`src/hw/odtam_pkg.sv`:
```
// Package of constants, types and register layout for the termination mode transition block.
package odtam_pkg;

   ////////////////////////////////////////////////////////////////////////////
   // Clock and timing
   localparam int CLK_PERIOD_PS = 10000;
   localparam int ASYNC_ON_MIN_PS = 2000;
   localparam int ASYNC_ON_MAX_PS = 8500;
   localparam int ASYNC_OFF_MIN_PS = 2000;
   localparam int ASYNC_OFF_MAX_PS = 8500;
   // Least rounds up, longest rounds down, never below one cycle
   localparam int ASYNC_MIN_CYC_RAW = (ASYNC_ON_MIN_PS + CLK_PERIOD_PS - 1) / CLK_PERIOD_PS;
   localparam int ASYNC_MAX_CYC_RAW = ASYNC_ON_MAX_PS / CLK_PERIOD_PS;
   localparam int ASYNC_MIN_CYC = (ASYNC_MIN_CYC_RAW < 1) ? 1 : ASYNC_MIN_CYC_RAW;
   localparam int ASYNC_MAX_CYC = (ASYNC_MAX_CYC_RAW < 1) ? 1 : ASYNC_MAX_CYC_RAW;
   localparam int SYNC_LAT_OFFSET = 2;
   localparam int ENTRY_LEAD_OFFSET = 1;

   ////////////////////////////////////////////////////////////////////////////
   // Register offsets (byte addresses)
   localparam logic [3:0] REG_CTRL = 4'h0;
   localparam logic [3:0] REG_LATENCY = 4'h4;
   localparam logic [3:0] REG_TIMING = 4'h8;
   localparam logic [3:0] REG_STATUS = 4'hC;

   // CTRL fields
   localparam int CTRL_DLL_ON_BIT = 0;
   localparam int CTRL_FREEZE_SEL_BIT = 1;
   localparam int CTRL_PICK_ASYNC_BIT = 2;
   // LATENCY fields
   localparam int LAT_CWL_LSB = 0;
   localparam int LAT_AL_LSB = 8;
   // TIMING fields
   localparam int TIM_CPDED_LSB = 0;
   localparam int TIM_RFC_LSB = 8;
   localparam int TIM_XPDLL_LSB = 16;
   // STATUS fields
   localparam int STAT_STATE_LSB = 0;
   localparam int STAT_RTT_BIT = 4;
   localparam int STAT_ODT_BIT = 5;
   localparam int STAT_CKE_BIT = 6;
   localparam int STAT_ASYNC_BIT = 7;

   ////////////////////////////////////////////////////////////////////////////
   // Reset values
   localparam logic RST_DLL_ON = 1'b1;
   localparam logic RST_FREEZE_SEL = 1'b1;
   localparam logic RST_PICK_ASYNC = 1'b0;
   localparam logic [4:0] RST_CWL = 5'h05;
   localparam logic [4:0] RST_AL = 5'h00;
   localparam logic [7:0] RST_CPDED = 8'h01;
   localparam logic [7:0] RST_RFC = 8'h0B;
   localparam logic [7:0] RST_XPDLL = 8'h0A;
   localparam logic [5:0] MIN_WRITE_LATENCY = 6'h05;

   ////////////////////////////////////////////////////////////////////////////
   // Types
   typedef struct packed {
      logic dll_on_mode;
      logic dll_freeze_select_bit;
      logic pick_async;
      logic [4:0] cas_write_latency;
      logic [4:0] additive_latency;
      logic [7:0] cpded_cycles;
      logic [7:0] rfc_cycles;
      logic [7:0] pd_exit_dll_delay;
   } odtam_cfg_t;

   typedef enum logic [3:0] {
      ST_SYNC = 4'h1,
      ST_ENTRY = 4'h2,
      ST_ASYNC = 4'h4,
      ST_EXIT = 4'h8
   } odtam_state_t;

endpackage

```
`src/hw/odtam_delay_line.sv`:
```
// Shift line with a selectable tap for the synchronous termination latency.
`timescale 1ns/1ps
module odtam_delay_line import odtam_pkg::*; #(
   parameter int DEPTH = 32
) (
   // Clock and reset
   input wire logic clk_sys_in,
   input wire logic resetn_in,
   // Data
   input wire logic bit_in,
   input wire logic [4:0] tap_in,
   output logic tap_out
);

   logic [DEPTH-1:0] stage;

   initial begin
      if (DEPTH < 2 || DEPTH > 32) begin
         $error("odtam_delay_line: DEPTH must be 2..32");
      end
   end

   ////////////////////////////////////////////////////////////////////////////
   // One flop per stage; input always flows so the line is warm at mode switch
   generate
      for (genvar i = 0; i < DEPTH; i++) begin : g_stage
         always_ff @(posedge clk_sys_in or negedge resetn_in) begin
            if (!resetn_in) begin
               stage[i] <= 1'b0;
            end else begin
               stage[i] <= (i == 0) ? bit_in : stage[(i == 0) ? 0 : i-1];
            end
         end
      end
   endgenerate

   // Tap beyond the line saturates at the last stage
   assign tap_out = (int'(tap_in) < DEPTH) ? stage[tap_in] : stage[DEPTH-1];

endmodule

```
`src/hw/odtam_timer.sv`:
```
// Loadable down counter that flags when a programmed delay has run out.
`timescale 1ns/1ps
module odtam_timer #(
   parameter int WIDTH = 8
) (
   // Clock and reset
   input wire logic clk_sys_in,
   input wire logic resetn_in,
   // Control
   input wire logic load_in,
   input wire logic [WIDTH-1:0] value_in,
   output logic done_out
);

   logic [WIDTH-1:0] count;

   initial begin
      if (WIDTH < 1) begin
         $error("odtam_timer: WIDTH must be positive");
      end
   end

   // Counts the load cycle itself, so value N ends N cycles after the load
   always_ff @(posedge clk_sys_in or negedge resetn_in) begin
      if (!resetn_in) begin
         count <= '0;
      end else if (load_in) begin
         count <= (value_in == '0) ? '0 : value_in - 1'b1;
      end else if (count != '0) begin
         count <= count - 1'b1;
      end
   end

   assign done_out = (count == '0) && !load_in;

endmodule

```
`src/hw/odtam_top.sv`:
```
// Termination controller with synchronous and frozen-DLL asynchronous modes behind a Wishbone slave.
//
// Local design decisions: the register addresses and register access over Wishbone.
`timescale 1ns/1ps
module odtam_top import odtam_pkg::*; #(
   parameter int LINE_DEPTH = 32
) (
   // Clock and reset
   input wire logic clk_sys_in,
   input wire logic resetn_in,
   // Memory pins from the controller
   input wire logic odt_in,
   input wire logic cke_in,
   input wire logic refresh_cmd_in,
   // Termination control
   output logic rtt_on_out,
   output logic async_mode_out,
   // Wishbone classic slave
   input wire logic wb_cyc_in,
   input wire logic wb_stb_in,
   input wire logic wb_we_in,
   input wire logic [3:0] wb_adr_in,
   input wire logic [3:0] wb_sel_in,
   input wire logic [31:0] wb_dat_in,
   output logic [31:0] wb_dat_out,
   output logic wb_ack_out
);

   initial begin
      if (LINE_DEPTH < 24 || LINE_DEPTH > 32) begin
         $error("odtam_top: LINE_DEPTH must be 24..32 to cover all write latencies");
      end
   end

   ////////////////////////////////////////////////////////////////////////////
   // Declarations
   odtam_cfg_t cfg;
   odtam_state_t state;
   odtam_state_t next_state;
   logic odt_meta, odt_s;
   logic cke_meta, cke_s, cke_d;
   logic ref_meta, ref_s;
   logic cke_fall, cke_rise, freeze_en;
   logic [5:0] write_latency;
   logic [5:0] wl_eff;
   logic [4:0] sync_tap;
   logic [5:0] tap_wide;
   logic sync_bit;
   logic cpded_load, cpded_done;
   logic rfc_load, rfc_done;
   logic xpdll_load, xpdll_done;
   logic use_async;
   logic wb_req;
   logic [31:0] status_word;

   ////////////////////////////////////////////////////////////////////////////
   // Pin synchronisers; the first flop feeds only the second
   always_ff @(posedge clk_sys_in or negedge resetn_in) begin
      if (!resetn_in) begin
         odt_meta <= 1'b0;
         odt_s <= 1'b0;
         cke_meta <= 1'b1; // Idle level, no false edge after reset
         cke_s <= 1'b1;
         ref_meta <= 1'b0;
         ref_s <= 1'b0;
      end else begin
         odt_meta <= odt_in;
         odt_s <= odt_meta;
         cke_meta <= cke_in;
         cke_s <= cke_meta;
         ref_meta <= refresh_cmd_in;
         ref_s <= ref_meta;
      end
   end

   // Previous clock-enable for edge detection; it resets to the pin's idle high
   // level so that releasing reset never looks like a power-down exit
   always_ff @(posedge clk_sys_in or negedge resetn_in) begin
      if (!resetn_in) begin
         cke_d <= 1'b1;
      end else begin
         cke_d <= cke_s;
      end
   end

   assign cke_fall = cke_d && !cke_s;
   assign cke_rise = !cke_d && cke_s;

   // Frozen DLL only when running DLL-on and the freeze select bit is zero
   assign freeze_en = cfg.dll_on_mode && !cfg.dll_freeze_select_bit;

   ////////////////////////////////////////////////////////////////////////////
   // Synchronous path: write latency includes the additive latency
   assign write_latency = 6'(cfg.cas_write_latency) + 6'(cfg.additive_latency);
   // Clamp keeps the tap arithmetic from wrapping on a bad setting
   assign wl_eff = (write_latency < MIN_WRITE_LATENCY) ? MIN_WRITE_LATENCY : write_latency;
   // Input flop, tap and output flop add two, so tap is latency minus two more
   assign tap_wide = wl_eff - 6'(SYNC_LAT_OFFSET) - 6'(SYNC_LAT_OFFSET);
   // Saturate instead of wrapping: a tap past the line reads its last stage
   assign sync_tap = (tap_wide > 6'h1F) ? 5'h1F : tap_wide[4:0];

   odtam_delay_line #(
      .DEPTH(LINE_DEPTH)
   ) u_line (
      .clk_sys_in(clk_sys_in),
      .resetn_in(resetn_in),
      .bit_in(odt_s),
      .tap_in(sync_tap),
      .tap_out(sync_bit)
   );

   ////////////////////////////////////////////////////////////////////////////
   // Period timers
   assign cpded_load = cke_fall;
   // Refresh commands are only decoded while clock enable is high
   assign rfc_load = ref_s && cke_s;
   assign xpdll_load = cke_rise;

   odtam_timer #(
      .WIDTH(8)
   ) u_cpded (
      .clk_sys_in(clk_sys_in),
      .resetn_in(resetn_in),
      .load_in(cpded_load),
      .value_in(cfg.cpded_cycles),
      .done_out(cpded_done)
   );

   odtam_timer #(
      .WIDTH(8)
   ) u_rfc (
      .clk_sys_in(clk_sys_in),
      .resetn_in(resetn_in),
      .load_in(rfc_load),
      .value_in(cfg.rfc_cycles),
      .done_out(rfc_done)
   );

   odtam_timer #(
      .WIDTH(8)
   ) u_xpdll (
      .clk_sys_in(clk_sys_in),
      .resetn_in(resetn_in),
      .load_in(xpdll_load),
      .value_in(cfg.pd_exit_dll_delay),
      .done_out(xpdll_done)
   );

   ////////////////////////////////////////////////////////////////////////////
   // Mode state machine. The lead of write latency minus one before a clock-enable
   // edge lies in the past; sync there and async there are both legal, so the
   // state before the edge simply keeps serving it.
   always_comb begin
      next_state = state;
      unique case (state)
         ST_SYNC: begin
            if (cke_fall && freeze_en) begin
               next_state = ST_ENTRY;
            end
         end
         ST_ENTRY: begin
            if (cke_rise) begin
               next_state = ST_EXIT;
            end else if (cpded_done && rfc_done) begin
               next_state = ST_ASYNC;
            end
         end
         ST_ASYNC: begin
            if (cke_rise) begin
               next_state = ST_EXIT;
            end
         end
         ST_EXIT: begin
            if (cke_fall && freeze_en) begin
               next_state = ST_ENTRY;
            end else if (xpdll_done) begin
               next_state = ST_SYNC;
            end
         end
         default: begin
            next_state = ST_SYNC;
         end
      endcase
   end

   // State register
   always_ff @(posedge clk_sys_in or negedge resetn_in) begin
      if (!resetn_in) begin
         state <= ST_SYNC;
      end else begin
         state <= next_state;
      end
   end

   // Transition periods resolve per the software pick; async region always async
   always_comb begin
      unique case (state)
         ST_ASYNC: use_async = 1'b1;
         ST_ENTRY, ST_EXIT: use_async = cfg.pick_async;
         default: use_async = 1'b0;
      endcase
   end

   ////////////////////////////////////////////////////////////////////////////
   // Termination output. Async path: one cycle from the sampled input, no
   // additive latency; at this rate that one cycle is 10 ns, longer than the 2 to 8.5 ns window.
   // Limitation: on return to sync, an input change younger than the latency
   // replays through the line once more.
   always_ff @(posedge clk_sys_in or negedge resetn_in) begin
      if (!resetn_in) begin
         rtt_on_out <= 1'b0;
      end else if (use_async) begin
         rtt_on_out <= odt_s;
      end else begin
         rtt_on_out <= sync_bit;
      end
   end

   // Mode indicator
   always_ff @(posedge clk_sys_in or negedge resetn_in) begin
      if (!resetn_in) begin
         async_mode_out <= 1'b0;
      end else begin
         async_mode_out <= use_async;
      end
   end

   ////////////////////////////////////////////////////////////////////////////
   // Wishbone: one wait state, ack for one cycle, unmapped reads return zero
   // Ack blocks a second take while it stands, so each request answers once
   assign wb_req = wb_cyc_in && wb_stb_in && !wb_ack_out;

   always_ff @(posedge clk_sys_in or negedge resetn_in) begin
      if (!resetn_in) begin
         wb_ack_out <= 1'b0;
      end else begin
         wb_ack_out <= wb_req;
      end
   end

   // Configuration writes honour byte lanes
   always_ff @(posedge clk_sys_in or negedge resetn_in) begin
      if (!resetn_in) begin
         cfg.dll_on_mode <= RST_DLL_ON;
         cfg.dll_freeze_select_bit <= RST_FREEZE_SEL;
         cfg.pick_async <= RST_PICK_ASYNC;
         cfg.cas_write_latency <= RST_CWL;
         cfg.additive_latency <= RST_AL;
         cfg.cpded_cycles <= RST_CPDED;
         cfg.rfc_cycles <= RST_RFC;
         cfg.pd_exit_dll_delay <= RST_XPDLL;
      end else if (wb_req && wb_we_in) begin
         if (wb_adr_in == REG_CTRL && wb_sel_in[0]) begin
            cfg.dll_on_mode <= wb_dat_in[CTRL_DLL_ON_BIT];
            cfg.dll_freeze_select_bit <= wb_dat_in[CTRL_FREEZE_SEL_BIT];
            cfg.pick_async <= wb_dat_in[CTRL_PICK_ASYNC_BIT];
         end
         if (wb_adr_in == REG_LATENCY && wb_sel_in[0]) begin
            cfg.cas_write_latency <= wb_dat_in[LAT_CWL_LSB +: 5];
         end
         if (wb_adr_in == REG_LATENCY && wb_sel_in[1]) begin
            cfg.additive_latency <= wb_dat_in[LAT_AL_LSB +: 5];
         end
         if (wb_adr_in == REG_TIMING && wb_sel_in[0]) begin
            cfg.cpded_cycles <= wb_dat_in[TIM_CPDED_LSB +: 8];
         end
         if (wb_adr_in == REG_TIMING && wb_sel_in[1]) begin
            cfg.rfc_cycles <= wb_dat_in[TIM_RFC_LSB +: 8];
         end
         if (wb_adr_in == REG_TIMING && wb_sel_in[2]) begin
            cfg.pd_exit_dll_delay <= wb_dat_in[TIM_XPDLL_LSB +: 8];
         end
      end
   end

   // Live status word
   always_comb begin
      status_word = 32'h00000000;
      status_word[STAT_STATE_LSB +: 4] = state;
      status_word[STAT_RTT_BIT] = rtt_on_out;
      status_word[STAT_ODT_BIT] = odt_s;
      status_word[STAT_CKE_BIT] = cke_s;
      status_word[STAT_ASYNC_BIT] = async_mode_out;
   end

   // Read data registered with the ack
   always_ff @(posedge clk_sys_in or negedge resetn_in) begin
      if (!resetn_in) begin
         wb_dat_out <= 32'h00000000;
      end else if (wb_req && !wb_we_in) begin
         unique case (wb_adr_in)
            REG_CTRL: wb_dat_out <= {29'h00000000, cfg.pick_async, cfg.dll_freeze_select_bit, cfg.dll_on_mode};
            REG_LATENCY: wb_dat_out <= {19'h00000, cfg.additive_latency, 3'h0, cfg.cas_write_latency};
            REG_TIMING: wb_dat_out <= {8'h00, cfg.pd_exit_dll_delay, cfg.rfc_cycles, cfg.cpded_cycles};
            REG_STATUS: wb_dat_out <= status_word;
            default: wb_dat_out <= 32'h00000000;
         endcase
      end
   end

endmodule

```
`config.mk`:
```
export PLATFORM = sky130hd
export DESIGN_NAME = odtam_top
export DESIGN_NICKNAME = d
export VERILOG_FILES = /design/src/hw/odtam_pkg.sv /design/src/hw/odtam_delay_line.sv /design/src/hw/odtam_timer.sv /design/src/hw/odtam_top.sv
export SDC_FILE = /design/constraint.sdc
export NUM_CORES = 1
export LEC_CHECK = 0
export ABC_AREA = 0
export BUFFER_PORTS_ARGS = -buffer_cell sky130_fd_sc_hd__clkbuf_2
export CELL_PAD_IN_SITES_DETAIL_PLACEMENT = 1
export CELL_PAD_IN_SITES_GLOBAL_PLACEMENT = 2
export CORE_UTILIZATION = 43
export CTS_BUF_LIST = sky130_fd_sc_hd__clkbuf_8
export DETAILED_ROUTE_END_ITERATION = 16
export PLACE_DENSITY = 0.94
export SETUP_SLACK_MARGIN = 0.05
export SLEW_MARGIN = 20
export SYNTH_ARGS = -nofsm -noshare
export SYNTH_HDL_FRONTEND = slang
export SYNTH_HIERARCHICAL = 1
export SYNTH_SLANG_ARGS = --single-unit
```
`constraint.sdc`:
```
create_clock -name clk_sys_in -period 8.85 [get_ports clk_sys_in]
set_input_delay 0.885 -clock clk_sys_in [delete_from_list [all_inputs] [get_ports clk_sys_in]]
set_output_delay 0.885 -clock clk_sys_in [all_outputs]
set_load 0.05 [all_outputs]
```
==> qor.yml <==
worst_slew_pin_slew_ns: 0.9467
num_rows: 44
die_w_um: 124.5
netlist_top_cells_count: "dfrtp_1, mux2_2, nor2_1"
setup_viol: 0
post_drt_wl_per_cell_um: 19.11
tns_ns: 0
clockBufferDepth: 2
intPower_mw: 1.323
synthCells: 545
synth-seq-cells: 131
path_clk_slew_ns: 0.07
synth_top_area_share_pct: 45.34
clock_sinks: 131
coreArea_mm2: 0.01459
fill_cells: 1543
wl_um: 15500
r2r_cells: 13
num_antenna_cells: 0
yosysMostFrequentCell: "dfrtp_1"
worstPathRequired_ns: 9.18
die_h_um: 124.5
drc_errors: 0
io_buffers: 65
htree_levels: 4
switching_share_pct: 31.27
pwr-share-seq_pct: 39.8
cts_buffers: 17
peakVddDrop_uv: 92.42
final_antenna_net_count: 0
fmax_mhz: 244.6
place_inst: 778
route.met3.wl_um: 516
leakage_nw: 3.582
post_drt_via_cell_ratio: 5.573
drv_slew: 0
overflow: 0
synth_area_mm2: 0.006457
cts_resized: 0
die_area_mm2: 0.01551
cts_hold_buf: 0
multi_input_comb_area_mm2: 0.002943
first_pass_iters: 4
postCtsSetupBuffers: 0
drt_iter0_drc: 282
crit_path_start_kind: "flip-flop"
worstPathArrival_ns: 4.42
status: "completed"
pin_count: 83
top_layer: "met4"
final_cell_count_no_fill: 811
drive_gt1_share_pct: 29.19
wl_met2_um: 7895
synthArstFlopShare_pct: 100.0
synthTopCellsByArea: "dfrtp_1, mux2_2, dfstp_2, mux2i_1, ha_1"
grt_pass1_wl_um: 25540
p_switching_uw: 602.0
grt_pass1_vias: 4930
grt_max_degree: 80
grt_setup_unrepaired: "no"
vias: 4520
end_kind: "flip-flop"
yosysUniqueCellTypes: 62
grt_usage_pct: 20.87
cts_tree: "yes"
start_util_pct: 44.26
area_delta_synth_final_pct: 15.07
pwr-share-comb_pct: 27.8
wl_met1_um: 6733
globalplace.congestion: 0.8166
hold_path.class: "flip-flop to flip-flop"
cts-root-buf: "clkbuf_8"
fin_ws_ns: 4.761
max_cap_viol_count: 0
finalCritPeriodShare_pct: 46.20
yosys_warnings: 6
fin_skew_ns: 0.007099
fin_crit_ns: 4.089
p_per_area_mw_per_mm2: 259.1
crit_fanout: 16
holdPathStages: 0
p_total_mw: 1.925
ys_seq_area_share_pct: 51.04
synth_area_leader_cell: "dfrtp_1"
max-slew-margin-rel_pct: 36.87
dp_slack_ns: 4.817
synth.avg_cell_area_um2: 11.85
synthFlopType: "dfrtp_1"
clock_latency_ns: 0.44
seqCellArea_mm2: 0.003296
clkPwrFrac_pct: 32.4
antenna_found_initial: 0
dpl.hpwl_um: 11250
synth-edff-count: 0
hold_violations: 0
criticalPathCategory: "flip-flop to flip-flop"
final_net_count: 681
-- kinds of logic (layout without fill, tap and decap cells) --
group / after synthesis / after routing / synth area share, %
simple gates: 142 / 142 / 11.74
fa+ha+maj: 20 / 20 / 3.972
compound gates: 95 / 95 / 11.97
buf+inv: 50 / 125 / 3.798
other cells: 1 / 8 / 0.05807
mux: 81 / 81 / 14.03
xor+xnor: 25 / 25 / 3.391
flops: 131 / 131 / 51.04
-- per-layer routing --
| layer | track usage, % | up-vias |
|---|---|---|
| met5 | 0 | - |
| met1 | 26.14 | 2313 |
| met3 | 3.823 | 24 |
| met2 | 35.20 | 85 |
| li1 | - | 2098 |
| met4 | 9.072 | 0 |
-- worst paths after layout --
check | slack (ns) | end | start
worst max-delay path | 4.76 | rtt_on_out | cfg[24]
worst min-delay path | 0.36 | cke_s | cke_meta
worst max register to register | 4.76 | rtt_on_out | cfg[24]
worst min register to register | 0.36 | cke_s | cke_meta
max in group asynchronous | 7.21 | state[0] | resetn_in
min in group asynchronous | 0.48 | wb_ack_out | resetn_in
-- flip-flops by register name, summed over array words and instances (netlist names), 4 cells and up --
register,cells
u_line/stage,32
u_rfc/count,8
state,4
cfg,37
u_cpded/count,8
u_xpdll/count,8
wb_dat_out,24
-- power groups by stage --
stage / Combinational, mW / Sequential, mW / Clock, mW
2_1_floorplan: 0.414 / 0.764 / 0
3_3_place_gp: 0.497 / 0.770 / 0
3_5_place_dp: 0.529 / 0.776 / 0
4_1_cts: 0.537 / 0.766 / 0.634
5_1_grt: 0.592 / 0.778 / 0.658
6_report: 0.535 / 0.767 / 0.623
-- area by class of cell --
class	instances	area share (%)
clock buffers	21	3.890
clock inverters	11	2.761
inverters	24	1.212
multi-input cells	371	39.60
flip-flops and latches	131	44.35
well taps	184	3.098
repair buffers	69	5.085
-- through the flow --
stage          util [%]  area, um2  hold slack, ns
3_3_place_gp      47.36       6909          0.3372
6_report          50.93       7431          0.3583
2_1_floorplan         -       6484          0.3312
3_5_place_dp      47.36       6909          0.3471
4_1_cts           50.75       7403          0.3606
5_1_grt           50.93       7431          0.3630
-- cell usage in the layout, fill, tap and decap left out, types with 12 or more instances in the layout --
cell,instances
nand2_1,23
dfstp_2,14
clkbuf_8,21
clkbuf_2,64
xnor2_1,24
nor2_1,44
mux2_2,46
ha_1,18
inv_1,26
o22ai_1,12
a22o_1,18
dfrtp_1,117
a21oi_1,15
mux2i_1,32
-- critical path, stage by stage, from the launching register on --
cell and delay (ns):
dfrtp_1 0.41, ha_1 0.24, fa_1 0.40, and3_1 0.21, o21ai_0 0.41, a22oi_4 0.13, nand2b_4 0.13, a221o_1 0.78
mux2i_1 0.31, a22oi_1 0.14, nand4b_1 0.13, a21oi_1 0.06, a311o_1 0.35, mux2_2 0.26
Power figures use the tool's default switching activity.
